File: config.mk
export PLATFORM = sky130hd
export DESIGN_NAME = safety_output_ctrl
export DESIGN_NICKNAME = d
export VERILOG_FILES = /design/src/rtl/safety_pkg.sv /design/src/rtl/mute_if.sv /design/src/rtl/safety_output_ctrl.sv /design/src/rtl/muting_seq.sv
export SDC_FILE = /design/constraint.sdc
export NUM_CORES = 1
export LEC_CHECK = 0
export ABC_AREA = 1
export BUFFER_PORTS_ARGS = -buffer_cell sky130_fd_sc_hd__buf_2
export CAP_MARGIN = 10
export CELL_PAD_IN_SITES_DETAIL_PLACEMENT = 1
export CELL_PAD_IN_SITES_GLOBAL_PLACEMENT = 2
export CORE_ASPECT_RATIO = 0.6
export CORE_UTILIZATION = 37
export CTS_CLUSTER_DIAMETER = 200
export DETAILED_ROUTE_END_ITERATION = 16
export HOLD_SLACK_MARGIN = 0.08
export PLACE_DENSITY_LB_ADDON = 0.05
export SETUP_SLACK_MARGIN = 0.5
export SLEW_MARGIN = 30
export SYNTH_ARGS = -nofsm -noshare
export SYNTH_HDL_FRONTEND = slang
export SYNTH_SLANG_ARGS = --single-unit
File: constraint.sdc
create_clock -name CLK -period 2.5 [get_ports CLK]
set_input_delay 0.375 -clock CLK [delete_from_list [all_inputs] [get_ports CLK]]
set_output_delay 0.375 -clock CLK [all_outputs]
set_load 0.03 [all_outputs]
File: src/rtl/safety_pkg.sv
// Package: constants shared by the safety output and muting control logic.
// Assumes a 50 MHz system clock; times are converted to 1 ms tick counts here, and the tick to cycles.
`default_nettype none
package safety_pkg;
   localparam int unsigned CLK_HZ              = 50_000_000;
   localparam int unsigned FEEDBACK_WINDOW_MS  = 500;
   localparam int unsigned MUTE_TIMEOUT_MIN    = 10;
   localparam int unsigned SIMUL_WINDOW_S      = 4;
   localparam int unsigned DROPOUT_MS          = 3000;
   localparam int unsigned DROPOUT_ONE_MS      = 100;
   localparam int unsigned DROPOUT_TWO_MS      = 50;
   localparam int unsigned DROPOUT_FOUR_MS     = 300;
   localparam int unsigned TEST_MAX_MS         = 150;
   localparam int unsigned MS_TICK_CYCLES      = CLK_HZ / 1000;
   localparam int unsigned FEEDBACK_WINDOW_TKS = FEEDBACK_WINDOW_MS;
   localparam int unsigned MUTE_TIMEOUT_TKS    = MUTE_TIMEOUT_MIN * 60 * 1000;
   localparam int unsigned SIMUL_WINDOW_TKS    = SIMUL_WINDOW_S * 1000;
   localparam int unsigned TEST_MAX_TKS        = TEST_MAX_MS;
   localparam int unsigned SCAN_FILTER_DEF     = 3;
   localparam logic        OUT_OFF_RESET       = 1'b0;

   typedef enum logic [2:0] {
      MUTE_IDLE   = 3'b000,
      MUTE_FIRST  = 3'b001,
      MUTE_ACTIVE = 3'b010,
      MUTE_FAULT  = 3'b011
   } mute_state_e;

   function automatic logic [23:0] sat_inc(input logic [23:0] v);
      sat_inc = (v == 24'hFFFFFF) ? v : v + 24'h000001;
   endfunction
endpackage
`default_nettype wire

File: src/rtl/mute_if.sv
// Interface: muting status between the muting sequencer and the output control.
// Assumes both sides share CLK.
`default_nettype none
interface mute_if;
   logic active;
   logic fault;
   logic override;
   modport seq  (output active, output fault, input  override);
   modport ctrl (input  active, input  fault, output override);
endinterface
`default_nettype wire

File: src/rtl/safety_output_ctrl.sv
// Top: safety switch outputs, restart interlock, contactor feedback check,
// scan filter, external test input and muting bridge.
// Assumes all pin inputs are asynchronous to CLK; one scan_done pulse per scan.
//
// Functional notes
// RULE1: Outputs stay off until manual restart.
// RULE2: Compare contactor feedback against output state continuously.
// RULE3: Feedback open while on, 0 V while off.
// RULE4: Allow feedback 500 ms before declaring fault.
// RULE5: Signal output low while on, high off.
// RULE6: Switch off only after consecutive interrupted scans.
// RULE7: External test pulse at most 150 ms.
// RULE8: Muting keeps outputs on despite beam interruption.
// RULE9: Muting starts automatically from both sensors.
// RULE10: Muting indicator on exactly while muting.
// RULE11: Muting ends when timeout exceeded.
// RULE12: Standard muting timeout is 10 minutes.
// RULE13: Restart button resets faults and muting errors.
// RULE14: Second sensor within 4 s of first.
// RULE15: Ignore single sensor dropout up to 3 s.
// RULE16: Short filter variant uses 0.1 s/50 ms.
// RULE17: Both sensors inactive ends muting.
// RULE18: Feedback fault forces off until restart.
// RULE19: Interrupted scan count is a parameter.
`default_nettype none
module safety_output_ctrl #(
   parameter int unsigned SCAN_COUNT  = safety_pkg::SCAN_FILTER_DEF,
   parameter bit          SHORT_FILT  = 1'b0,
   parameter int unsigned TIMEOUT_TKS = safety_pkg::MUTE_TIMEOUT_TKS,
   parameter int unsigned TICK_CYC    = safety_pkg::MS_TICK_CYCLES
) (
   input  wire logic CLK,
   input  wire logic NRST,
   input  wire logic BEAM_CLEAR,
   input  wire logic SCAN_DONE,
   input  wire logic RESTART_INTERLOCK_BTN,
   input  wire logic CONTACTOR_FEEDBACK_MONITOR,
   input  wire logic FIRST_MUTING_SENSOR,
   input  wire logic SECOND_MUTING_SENSOR,
   input  wire logic TEST_IN,
   output logic      SAFETY_SWITCH_OUTPUT,
   output logic      SIGNAL_OUT,
   output logic      MUTING_INDICATOR,
   output logic      RESTART_LOCKED,
   output logic      FEEDBACK_FAULT,
   output logic      TEST_FAULT
);
   // The counters below are 8, 24 and 32 bits wide; refuse values they cannot hold
   if (SCAN_COUNT < 1 || SCAN_COUNT > 255) begin : g_bad_scan
      $error("safety_output_ctrl: SCAN_COUNT out of range");
   end
   if (TICK_CYC < 1) begin : g_bad_tick
      $error("safety_output_ctrl: TICK_CYC out of range");
   end
   if (TIMEOUT_TKS < 1) begin : g_bad_timeout
      $error("safety_output_ctrl: TIMEOUT_TKS out of range");
   end

   // Counts 1 ms ticks while run is high and restarts from zero when it drops
   function automatic logic [23:0] run_count(input logic [23:0] c, input logic run,
                                             input logic tk);
      if (!run)
         run_count = 24'h000000;
      else if (tk)
         run_count = safety_pkg::sat_inc(c);
      else
         run_count = c;
   endfunction

   // Two-flop synchronisers for every pin input
   logic [6:0] s1_reg, s1_next;
   logic [6:0] s2_reg, s2_next;
   always_comb begin
      s1_next = {BEAM_CLEAR, SCAN_DONE, RESTART_INTERLOCK_BTN,
                 CONTACTOR_FEEDBACK_MONITOR, FIRST_MUTING_SENSOR,
                 SECOND_MUTING_SENSOR, TEST_IN};
      s2_next = s1_reg;
   end
   always_ff @(posedge CLK or negedge NRST) begin
      if (!NRST) begin
         s1_reg <= 7'h00;
         s2_reg <= 7'h00;
      end else begin
         s1_reg <= s1_next;
         s2_reg <= s2_next;
      end
   end
   logic beam_ok, scan_s, btn_s, fb_s, ms1_s, ms2_s, test_s;
   assign {beam_ok, scan_s, btn_s, fb_s, ms1_s, ms2_s, test_s} = s2_reg;

   // Edge detect on synchronised scan strobe and button
   logic scan_d_reg, scan_d_next;
   logic btn_d_reg,  btn_d_next;
   logic scan_p,     btn_p;
   assign scan_p = scan_s & ~scan_d_reg;
   assign btn_p  = ~btn_s & btn_d_reg; // Release acts, so a stuck button cannot restart
   always_comb begin
      scan_d_next = scan_s;
      btn_d_next  = btn_s;
   end
   always_ff @(posedge CLK or negedge NRST) begin
      if (!NRST) begin
         scan_d_reg <= 1'b0;
         btn_d_reg  <= 1'b0;
      end else begin
         scan_d_reg <= scan_d_next;
         btn_d_reg  <= btn_d_next;
      end
   end

   // 1 ms tick divider
   logic [31:0] div_reg, div_next;
   logic        tick;
   assign tick = (div_reg == TICK_CYC - 1);
   always_comb begin
      div_next = tick ? 32'h00000000 : div_reg + 32'h00000001;
   end
   always_ff @(posedge CLK or negedge NRST) begin
      if (!NRST) begin
         div_reg <= 32'h00000000;
      end else begin
         div_reg <= div_next;
      end
   end

   // Scan filter; starts tripped so a clear scan is needed before any restart outside muting
   logic [7:0] bad_reg, bad_next;
   logic       beam_trip_reg, beam_trip_next;
   always_comb begin
      bad_next = bad_reg;
      beam_trip_next = beam_trip_reg;
      if (scan_p) begin
         if (beam_ok) begin
            bad_next = 8'h00;
            beam_trip_next = 1'b0;
         end else if (bad_reg >= 8'(SCAN_COUNT - 1)) begin
            beam_trip_next = 1'b1; // RULE6 RULE19
         end else begin
            bad_next = bad_reg + 8'h01; // RULE6
         end
      end
   end
   always_ff @(posedge CLK or negedge NRST) begin
      if (!NRST) begin
         bad_reg       <= 8'h00;
         beam_trip_reg <= 1'b1;
      end else begin
         bad_reg       <= bad_next;
         beam_trip_reg <= beam_trip_next;
      end
   end

   // Muting sequencer
   mute_if mif ();
   muting_seq #(
      .DROP_ONE_MS (SHORT_FILT ? safety_pkg::DROPOUT_ONE_MS : safety_pkg::DROPOUT_MS),
      .DROP_TWO_MS (safety_pkg::DROPOUT_TWO_MS),
      .TIMEOUT_TKS (TIMEOUT_TKS)
   ) u_mute (
      .clk      (CLK),
      .nrst     (NRST),
      .tick     (tick),
      .first_s  (ms1_s),
      .second_s (ms2_s),
      .mif      (mif.seq)
   );

   // Output state, interlock, feedback and test supervision
   logic        on_reg, on_next;
   logic        lock_reg, lock_next;
   logic        fbf_reg, fbf_next;
   logic        tf_reg, tf_next;
   logic [23:0] fbc_reg, fbc_next;
   logic [23:0] tc_reg, tc_next;
   logic        sig_reg, sig_next;
   logic        fb_match, trip;
   logic        fb_clr, tf_clr, mute_clr;

   // Feedback open (high) while on, pulled to 0 V while off
   assign fb_match = (fb_s == on_reg); // RULE2 RULE3
   // A release that clears the last fault also restarts, so one press does both
   assign fb_clr   = btn_p & fb_match; // RULE18 RULE13
   assign tf_clr   = btn_p & ~test_s; // RULE13
   assign mute_clr = mif.override & ~ms1_s & ~ms2_s; // RULE13
   assign trip = (beam_trip_reg & ~mif.active) | (fbf_reg & ~fb_clr) | (tf_reg & ~tf_clr)
               | test_s | (mif.fault & ~mute_clr); // RULE8
   assign mif.override = btn_p & lock_reg; // RULE13

   // Contactor feedback supervision
   always_comb begin
      fbc_next = run_count(fbc_reg, ~fb_match, tick); // RULE4
      fbf_next = fbf_reg;
      if (fb_clr) begin
         fbf_next = 1'b0; // RULE18 RULE13
      end
      // A new mismatch wins over a clear in the same cycle
      if (!fb_match && fbc_reg >= 24'(safety_pkg::FEEDBACK_WINDOW_TKS)) begin
         fbf_next = 1'b1; // RULE2 RULE4
      end
   end
   always_ff @(posedge CLK or negedge NRST) begin
      if (!NRST) begin
         fbc_reg <= 24'h000000;
         fbf_reg <= 1'b0;
      end else begin
         fbc_reg <= fbc_next;
         fbf_reg <= fbf_next;
      end
   end

   // External test supervision
   always_comb begin
      tc_next = run_count(tc_reg, test_s, tick);
      tf_next = tf_reg;
      if (tf_clr) begin
         tf_next = 1'b0; // RULE13
      end
      // Over-long test pulse treated as a wiring fault
      if (test_s && tc_reg >= 24'(safety_pkg::TEST_MAX_TKS)) begin
         tf_next = 1'b1; // RULE7
      end
   end
   always_ff @(posedge CLK or negedge NRST) begin
      if (!NRST) begin
         tc_reg <= 24'h000000;
         tf_reg <= 1'b0;
      end else begin
         tc_reg <= tc_next;
         tf_reg <= tf_next;
      end
   end

   // Switch output and restart interlock
   always_comb begin
      on_next   = on_reg;
      lock_next = lock_reg;
      if (trip) begin
         on_next   = 1'b0; // RULE18
         lock_next = 1'b1; // RULE1
      end else if (lock_reg && btn_p) begin
         lock_next = 1'b0; // RULE1
         on_next   = 1'b1;
      end
   end
   always_ff @(posedge CLK or negedge NRST) begin
      if (!NRST) begin
         on_reg   <= safety_pkg::OUT_OFF_RESET;
         lock_reg <= 1'b1;
      end else begin
         on_reg   <= on_next;
         lock_reg <= lock_next;
      end
   end

   // Signal output from its own flop, updated on the same edge as the switch output
   always_comb begin
      sig_next = ~on_next; // RULE5
   end
   always_ff @(posedge CLK or negedge NRST) begin
      if (!NRST) begin
         sig_reg <= ~safety_pkg::OUT_OFF_RESET;
      end else begin
         sig_reg <= sig_next;
      end
   end

   assign SAFETY_SWITCH_OUTPUT = on_reg;
   assign SIGNAL_OUT           = sig_reg; // RULE5
   assign MUTING_INDICATOR     = mif.active; // RULE10
   assign RESTART_LOCKED       = lock_reg;
   assign FEEDBACK_FAULT       = fbf_reg;
   assign TEST_FAULT           = tf_reg;
endmodule
`default_nettype wire

File: src/rtl/muting_seq.sv
// Timing-controlled two-sensor muting sequencer with dropout filter and timeout.
// Assumes sensor inputs already synchronised and a one-cycle 1 ms tick.
`default_nettype none
module muting_seq #(
   parameter int unsigned DROP_ONE_MS = safety_pkg::DROPOUT_MS,
   parameter int unsigned DROP_TWO_MS = safety_pkg::DROPOUT_TWO_MS,
   parameter int unsigned TIMEOUT_TKS = safety_pkg::MUTE_TIMEOUT_TKS
) (
   input  wire logic clk,
   input  wire logic nrst,
   input  wire logic tick,
   input  wire logic first_s,
   input  wire logic second_s,
   mute_if.seq       mif
);
   // Counters are 24 bits wide; refuse limits that they cannot reach
   if (TIMEOUT_TKS >= 24'hFFFFFF || DROP_ONE_MS == 0 || DROP_TWO_MS == 0) begin : g_bad_param
      $error("muting_seq: parameter out of range");
   end

   safety_pkg::mute_state_e state_reg, state_next;
   logic [23:0] win_reg, win_next;
   logic [23:0] dur_reg, dur_next;
   logic [23:0] drop_reg, drop_next;
   logic        both, none, one;

   assign both = first_s & second_s;
   assign none = ~first_s & ~second_s;
   assign one  = first_s ^ second_s;

   always_comb begin
      state_next = state_reg;
      win_next   = win_reg;
      dur_next   = dur_reg;
      drop_next  = drop_reg;
      case (state_reg)
         safety_pkg::MUTE_IDLE: begin
            win_next = '0;
            dur_next = '0;
            drop_next = '0;
            if (both)
               state_next = safety_pkg::MUTE_ACTIVE; // RULE9
            else if (one)
               state_next = safety_pkg::MUTE_FIRST;
         end
         safety_pkg::MUTE_FIRST: begin
            if (tick)
               win_next = safety_pkg::sat_inc(win_reg);
            if (none)
               state_next = safety_pkg::MUTE_IDLE;
            else if (both && win_reg < 24'(safety_pkg::SIMUL_WINDOW_TKS))
               state_next = safety_pkg::MUTE_ACTIVE; // RULE14
            else if (win_reg >= 24'(safety_pkg::SIMUL_WINDOW_TKS))
               state_next = safety_pkg::MUTE_FAULT; // RULE14
         end
         safety_pkg::MUTE_ACTIVE: begin
            if (tick)
               dur_next = safety_pkg::sat_inc(dur_reg);
            if (!both && tick)
               drop_next = safety_pkg::sat_inc(drop_reg);
            else if (both)
               drop_next = '0; // RULE15
            if (dur_reg >= 24'(TIMEOUT_TKS))
               state_next = safety_pkg::MUTE_FAULT; // RULE11 RULE12
            else if (none && drop_reg >= 24'(DROP_TWO_MS))
               state_next = safety_pkg::MUTE_IDLE; // RULE17 RULE16
            else if (one && drop_reg >= 24'(DROP_ONE_MS))
               state_next = safety_pkg::MUTE_FAULT; // RULE15 RULE16
         end
         safety_pkg::MUTE_FAULT: begin
            // Only the restart button leaves here, and only once sensors are free
            if (mif.override && none)
               state_next = safety_pkg::MUTE_IDLE; // RULE13
         end
         default: state_next = safety_pkg::MUTE_IDLE;
      endcase
   end

   always_ff @(posedge clk or negedge nrst) begin
      if (!nrst) begin
         state_reg <= safety_pkg::MUTE_IDLE;
         win_reg   <= '0;
         dur_reg   <= '0;
         drop_reg  <= '0;
      end else begin
         state_reg <= state_next;
         win_reg   <= win_next;
         dur_reg   <= dur_next;
         drop_reg  <= drop_next;
      end
   end

   assign mif.active = (state_reg == safety_pkg::MUTE_ACTIVE);
   assign mif.fault  = (state_reg == safety_pkg::MUTE_FAULT);
endmodule
`default_nettype wire

==> metrics.md, run 1 <==
| Metric | Value |
|---|---|
| First-pass GRT wire length | `roughly 63000 µm` |
| Worst-Margin Slew | `0.626 ns` |
| #FFs+latches synth | `184` |
| Worst slew margin | `58.2%` |
| Die Span Y | `141 µm` |
| H-Tree Depth | `4` |
| P&R area growth vs syn | `18.1%` |
| Internal power | `0.00530 W` |
| CTS tree | `done` |
| Synth cell types | `44` |
| Final setup viols | `0` |
| Post-route design area | `14100 µm²` |
| Layout Nets | `1845` |
| Drt via density | `5.12` |
| Post-synthesis cell count | `1739` |
| Cell Area, Synth | `11900 µm²` |
| Final worst slack | `around 0.56 ns` |
| Post-synthesis adder-cell area fraction | `1.57%` |
| Slew Limit Fails | `0` |
| Clock Sinks | `roughly 180` |
| Max reg flops | `32` |
| Commonest non-fill, non-tap cell in the layout | `nand2_1` |
| Synthesized-area fraction occupied by and/or/nand/nor cells | `between 40% and 50%` |
| Final hold slack | `0.352 ns` |
| GPL Wtd Cong | `0.841` |
| Syn. warnings | `0` |
| # fillers | `4018` |
| EDFF count, synth | `0` |
| ANT nets after route | `0` |
| Cell taking the most area after synthesis | `dfrtp_1` |
| Worst Path Arrival | `around 1.6 ns` |
| Required @ worst endpoint | `approximately 2.1 ns` |
| Largest family of logic cells by synthesized area | `simple AND/OR/NAND/NOR gates` |
| Ports | `15` |
| CTS Buf Count | `17` |
| Hpwl dp | `28700 µm` |
| Initial DRC Count | `751` |
| Setup TNS | `0 ns` |
| Hold crit path type | `reg -> reg` |
| Max Cap Viol | `0` |
| Drt pass-1 iters | `5` |
| Total net switching power | `approximately 0.0027 W` |
| WS Path Type | `reg -> out` |
| Ranking of synthesized cells by area | `dfrtp_1 38%, nand2_1 17%, nor2_1 8.4%` |
| Asr flop ratio synth | `100%` |
| Tmin final | `1.94 ns` |
| Met3 global-route usage | `4.29%` |
| Initial Utilization | `37.9%` |
| CTS Buffer Depth | `2` |
| Die width | `234 µm` |
| Met2 usage | `31.0%` |
| Sequential area share after synthesis | `38.6%` |
| Final critical-path share of the clock period | `77.5%` |
| FF/Latch Area | `4630 µm²` |
| Sw Share | `around 33%` |
| Drt wl/cell | `approximately 18 µm` |
| Area of the multi-input gates | `6600 µm²` |
| Power Dens Cells | `565 nW/µm²` |
| Share of cells above drive strength 1 | `12.8%` |
| Number of cell rows | `50` |
| Vias in the first global route | `11200` |
| CORE AREA | `between 30000 and 40000 µm²` |
| DP Worst Slack | `between 0.2 and 0.25 ns` |
| Syn nets | `1763` |
| Initial antenna violation count | `0` |
| Clk_skew | `0.0114 ns` |
| Share of the synthesized area in the top cell type | `about 38%` |
| RSZ-0062 raised after global routing | `yes` |
| Top FF cell, synth | `dfrtp_1` |
| Gr usage total | `24.5%` |
| Fraction of synthesized area in multiplexers | `0%` |
| Post-Syn Area per Cell | `6.86 µm²` |
| Root buf cell | `clkbuf_16` |
| Startpoint Class | `flip-flop` |
| Placed inst area | `roughly 13000 µm²` |
| GR Util met1 | `41.8%` |
| Vias after detailed routing | `11500` |
| Post-Synth XOR/XNOR Area | `between 6 and 7%` |
| Post-synthesis compound-gate area fraction | `under 10%` |
| Worst-Skew Late Latency | `0.46 ns` |
| P_leak | `approximately 6.4 nW` |
| Top Usage Layer GRT | `met1` |
| Sequential share of power | `between 40% and 50%` |
| FMAX | `about 0.52 GHz` |
| Worst Setup End Kind | `output port` |
| Most frequent cells in the layout | `549 x nand2_1, 252 x nor2_1, 183 x inv_1` |
| Largest net degree at the start of global routing | `62` |
| Tot Pwr | `0.00797 W` |
| Die area | `33000 µm²` |
| GR Overflow Total | `0` |
| Comb power frac | `21.4%` |
| Post-route DRC | `0` |
| Clk pwr share | `38.5%` |
| Number of antenna diodes | `0` |
| Post-Route WL | `39800 µm` |
| Fin. Hold Viols | `0` |
| Status | `complete, no violations` |
| Crit path max fanout | `11` |
| Worst-path clk slew | `0.08 ns` |
| Port bufs | `14` |
| Worst VDD drop | `0.526 mV` |
==> repair_timing <==
| action | in CTS | in global routing |
|---|---|---|
| hold buffers | 8 | 0 |
| endpoints found under the setup margin | 104 | 128 |
| gates cloned | 3 | 5 |
| pin swaps | 6 | 19 |
| buffers inserted | 11 | 25 |
| endpoints found under the hold margin | 61 | 0 |
| resized for setup | 23 | 65 |
==> final cells by class <==
class / count / area share [%]
repair buffers: 102 / 6.81
clock buffers: 20 / 3.24
flip-flops and latches: 184 / 32.8
well taps: 416 / 3.69
multi-input cells: 1321 / 46.8
repair inverters: 1 / 0.0355
clock inverters: 12 / 1.33
inverters: 194 / 5.19
==> worst max-delay path, stage by stage (launching register included) <==
cell	delay [ns]
dfrtp_2	0.44
inv_1	0.16
nor2_4	0.17
buf_12	0.16
buf_4	0.17
==> Yosys cell counts (2+ instances only) <==
library cell and count:
dfrtp_1 181, nand3_4 2, nor3_1 58, buf_4 4, buf_6 10, nand3b_1 10
xnor2_1 23, xor2_1 59, nor2_4 4, clkbuf_1 14, nor4_1 11, o31ai_1 3
nand3_1 167, nor2_1 266, a21o_1 3, inv_2 5, nor3_4 2, nand3_2 2
nor3b_1 4, o21ai_2 7, buf_1 2, nand4_1 45, buf_2 12, or2_2 5
nand2_1 552, nor2_2 4, dfstp_2 3, inv_1 189, o21ai_0 38, a21oi_1 7
nand2_2 6, o211ai_1 2, ha_1 15, nor3_2 2, o21ai_1 12, a21oi_4 2
==> path summary, 6_finish.rpt <==
check,start,endpoint,slack (ns),depth (start not counted)
max reg2reg,fbc_reg[1],fbc_reg[20],0.57,12
max in group asynchronous,NRST,beam_trip_reg,1.24,3
min reg2reg,s1_reg[0],s2_reg[0],0.35,0
min in group asynchronous,NRST,fbc_reg[15],0.48,2
max,u_mute.state_reg[1],MUTING_INDICATOR,0.56,4
min,s1_reg[0],s2_reg[0],0.35,0
==> power groups by stage <==
| stage | registers (W) | logic [W] | clock network [W] |
|---|---|---|---|
| detailed placement | 0.00324 | 0.00148 | 0 |
| floorplan | 0.00321 | 0.000957 | 0 |
| finish | 0.00319 | 0.00171 | 0.00307 |
| global route | 0.00320 | 0.00187 | 0.00326 |
| global placement | 0.00323 | 0.00147 | 0 |
| CTS | 0.00318 | 0.00160 | 0.00315 |
==> stage by stage <==
step,utilization (%),instances
after detailed placement,40.2,2166
after floorplan,-,1739
after global placement,40.2,2166
final,44.8,2250
after CTS,43.2,2220
after global routing,44.8,2250
==> routing by layer <==
metal | vias up | wire length [µm]
met4 | 0 | 216
met3 | 22 | 1720
met5 | - | 0
li1 | 5667 | -
met2 | 177 | 15200
met1 | 5644 | 22700
==> logic make-up (layout without fill, tap and decap cells) <==
kind of cell,count (synthesis),in the layout
buffers and inverters,236,329
AND/OR/NAND/NOR,1144,1146
adder cells (fa/ha/maj),15,15
AO/OA/AOI/OAI,78,78
flip-flops,184,184
XOR/XNOR,82,82
Note: power is estimated with default switching activity, not from simulation.
==> run 2, diff against run 1 <==
CORE_UTILIZATION = 33   (was 37)
clock period = 1.7 ns   (was 2.5 ns; I/O delays follow)
==> run 2 against run 1 <==
  * The run now ends with negative setup slack left
  * Largest power group unchanged
  * Core utilization grew 7.3 points
  * Highest routed layer unchanged
  * Critical path depth grew 6
  * Global-route usage increased by 1.4 points
  * Largest cell class unchanged
==> metrics.md, run 2 (synthesis results as in run 1) <==
| Metric | Value |
|---|---|
| Status | `finished with violations` |
| Violated checks | `negative setup slack` |
| GPL Wtd Cong | `0.872` |
| CP peak stage delay | `0.42 ns` |
| Worst-Margin Slew | `around 0.43 ns` |
| Initial Utilization | `between 30% and 40%` |
| Required @ worst endpoint | `between 2 and 2.5 ns` |
| Post-route design area | `18400 µm²` |
| Placed inst area | `roughly 15000 µm²` |
| Drt wl/cell | `about 20 µm` |
| CTS Buffer Depth | `2` |
| CTS tree | `done` |
| Die area | `37000 µm²` |
| Final worst slack | `-0.211 ns` |
| Hpwl dp | `32900 µm` |
| Max reg flops | `32` |
| Met3 global-route usage | `under 10%` |
| Post-route DRC | `0` |
| Hold crit path type | `in -> async` |
| Worst VDD drop | `0.728 mV` |
| FMAX | `0.523 GHz` |
| P&R area growth vs syn | `53.9%` |
| Final setup viols | `127` |
| Root buf cell | `clkbuf_16` |
| Initial antenna violation count | `0` |
| Commonest non-fill, non-tap cell in the layout | `nand2_1` |
| P_leak | `roughly 8.6 nW` |
| Setup TNS | `-15.91 ns` |
| ANT nets after route | `0` |
| Critical R2R Capture | `fbc_reg[19]` |
| Drt pass-1 iters | `7` |
| CP Buf/Inv Count | `2` |
| # fillers | `between 4000 and 5000` |
| Initial DRC Count | `841` |
| CP most frequent cell | `nor2_4` |
| Final critical-path share of the clock period | `112%` |
| WS Path Type | `reg -> reg` |
| Layout Nets | `2111` |
| CORE AREA | `approximately 35000 µm²` |
| Number of antenna diodes | `0` |
| Port bufs | `14` |
| Worst slew margin | `71.4%` |
| Critical path launch point | `div_reg[1]` |
| RSZ-0062 raised after global routing | `yes` |
| Slew Limit Fails | `0` |
| Met2 usage | `36.2%` |
| Drt via density | `just over 5` |
| Die width | `248 µm` |
| CP Cell Sequence | `ha_4 > nand3_4 > nor2_4 > nand4_4 > a21oi_4 > buf_6 > nor2_4 > clkbuf_16 > nand2_2 > nand2_1` |
| Clock Sinks | `184` |
| Fin. Hold Viols | `0` |
| First-pass GRT wire length | `73100 µm` |
| Ports | `15` |
| Power Dens Cells | `just over 700 nW/µm²` |
| CP top delay family | `simple AND/OR/NAND/NOR gates` |
| Post-route insts no fill | `about 2600` |
| Clk_skew | `0.0105 ns` |
| Share of cells above drive strength 1 | `40.5%` |
| Worst Setup End Kind | `flip-flop` |
| Final core area utilization | `52.1%` |
| Worst Setup EP | `fbc_reg[19]` |
| DP Worst Slack | `-0.221 ns` |
| Tmin final | `1.91 ns` |
| FF/Latch Area | `around 4600 µm²` |
| Post-Route WL | `50100 µm` |
| H-Tree Depth | `4` |
| Worst-path clk slew | `0.08 ns` |
| Worst-Skew Late Latency | `0.47 ns` |
| CP max-delay cell | `dfrtp_1` |
| Most frequent cells in the layout | `414 x nand2_1, 252 x buf_4, 187 x nor2_1` |
| Crit path max fanout | `5` |
| Max Cap Viol | `0` |
| Startpoint Class | `flip-flop` |
| Worst Path Arrival | `roughly 2.3 ns` |
| Setup slack, reg-to-reg | `-0.21 ns` |
| Gr usage total | `around a quarter` |
| Reg2reg start | `div_reg[1]` |
| Critical path depth | `10` |
| Worst reg2reg path depth | `10` |
| GR Util met1 | `41.0%` |
| Number of cell rows | `53` |
| CTS Buf Count | `17` |
| Vias in the first global route | `~13000` |
| Die Span Y | `between 100 and 150 µm` |
| GR Overflow Total | `0` |
| Placed Cells | `2411` |
| Area of the multi-input gates | `8310 µm²` |
| Vias after detailed routing | `13100` |
| Top Usage Layer GRT | `met1` |
| Largest net degree at the start of global routing | `67` |
==> run 2: power breakdown <==
group | switching (W) | leakage (nW) | internal (W)
clock | 0.00213 | 0.284 | 0.00215
combinational | 0.00276 | 5.90 | 0.00161
sequential | 0.000129 | 2.45 | 0.00452
total | 0.00502 | 8.63 | 0.00827
==> run 2: area by class of cell <==
class	instances	area share [%]
clock buffers	19	2.47
clock inverters	13	0.715
inverters	194	4.25
multi-input cells	1324	45.3
flip-flops and latches	184	25.3
well taps	467	3.18
repair buffers	366	18.8
==> run 2: timing repair <==
item | CTS | global route
setup endpoints to repair | 173 | 173
endpoints found under the hold margin | 189 | 0
hold buffers | 8 | 0
gates resized for setup | 232 | 324
gates cloned | 10 | 8
buffers inserted | 52 | 46
pin swaps | 77 | 122
==> run 2: worst min-delay path by stage <==
stage,start,cells past startpoint,to,slack (ns)
6_report,NRST,2,div_reg[15],0.23
3_3_place_gp,NRST,1,btn_d_reg,0.15
3_5_place_dp,NRST,1,div_reg[15],0.15
5_1_grt,NRST,2,div_reg[15],0.24
2_1_floorplan,NRST,0,FEEDBACK_FAULT,-0.04
4_1_cts,NRST,2,div_reg[15],0.22
==> run 2: stage by stage <==
| step | total power (W) | hold WS, ns |
|---|---|---|
| 2_1_floorplan | 0.00636 | -0.0406 |
| 6_report | 0.0133 | 0.231 |
| 3_5_place_dp | 0.00746 | 0.151 |
| 5_1_grt | 0.0138 | 0.236 |
| 3_3_place_gp | 0.00742 | 0.147 |
| 4_1_cts | 0.0124 | 0.216 |
==> run 2: routing by layer <==
layer,vias to the layer above,part of all wire (%)
li1,6234,-
met4,0,1.2
met2,274,42
met3,48,5.3
met1,6502,52
met5,-,0
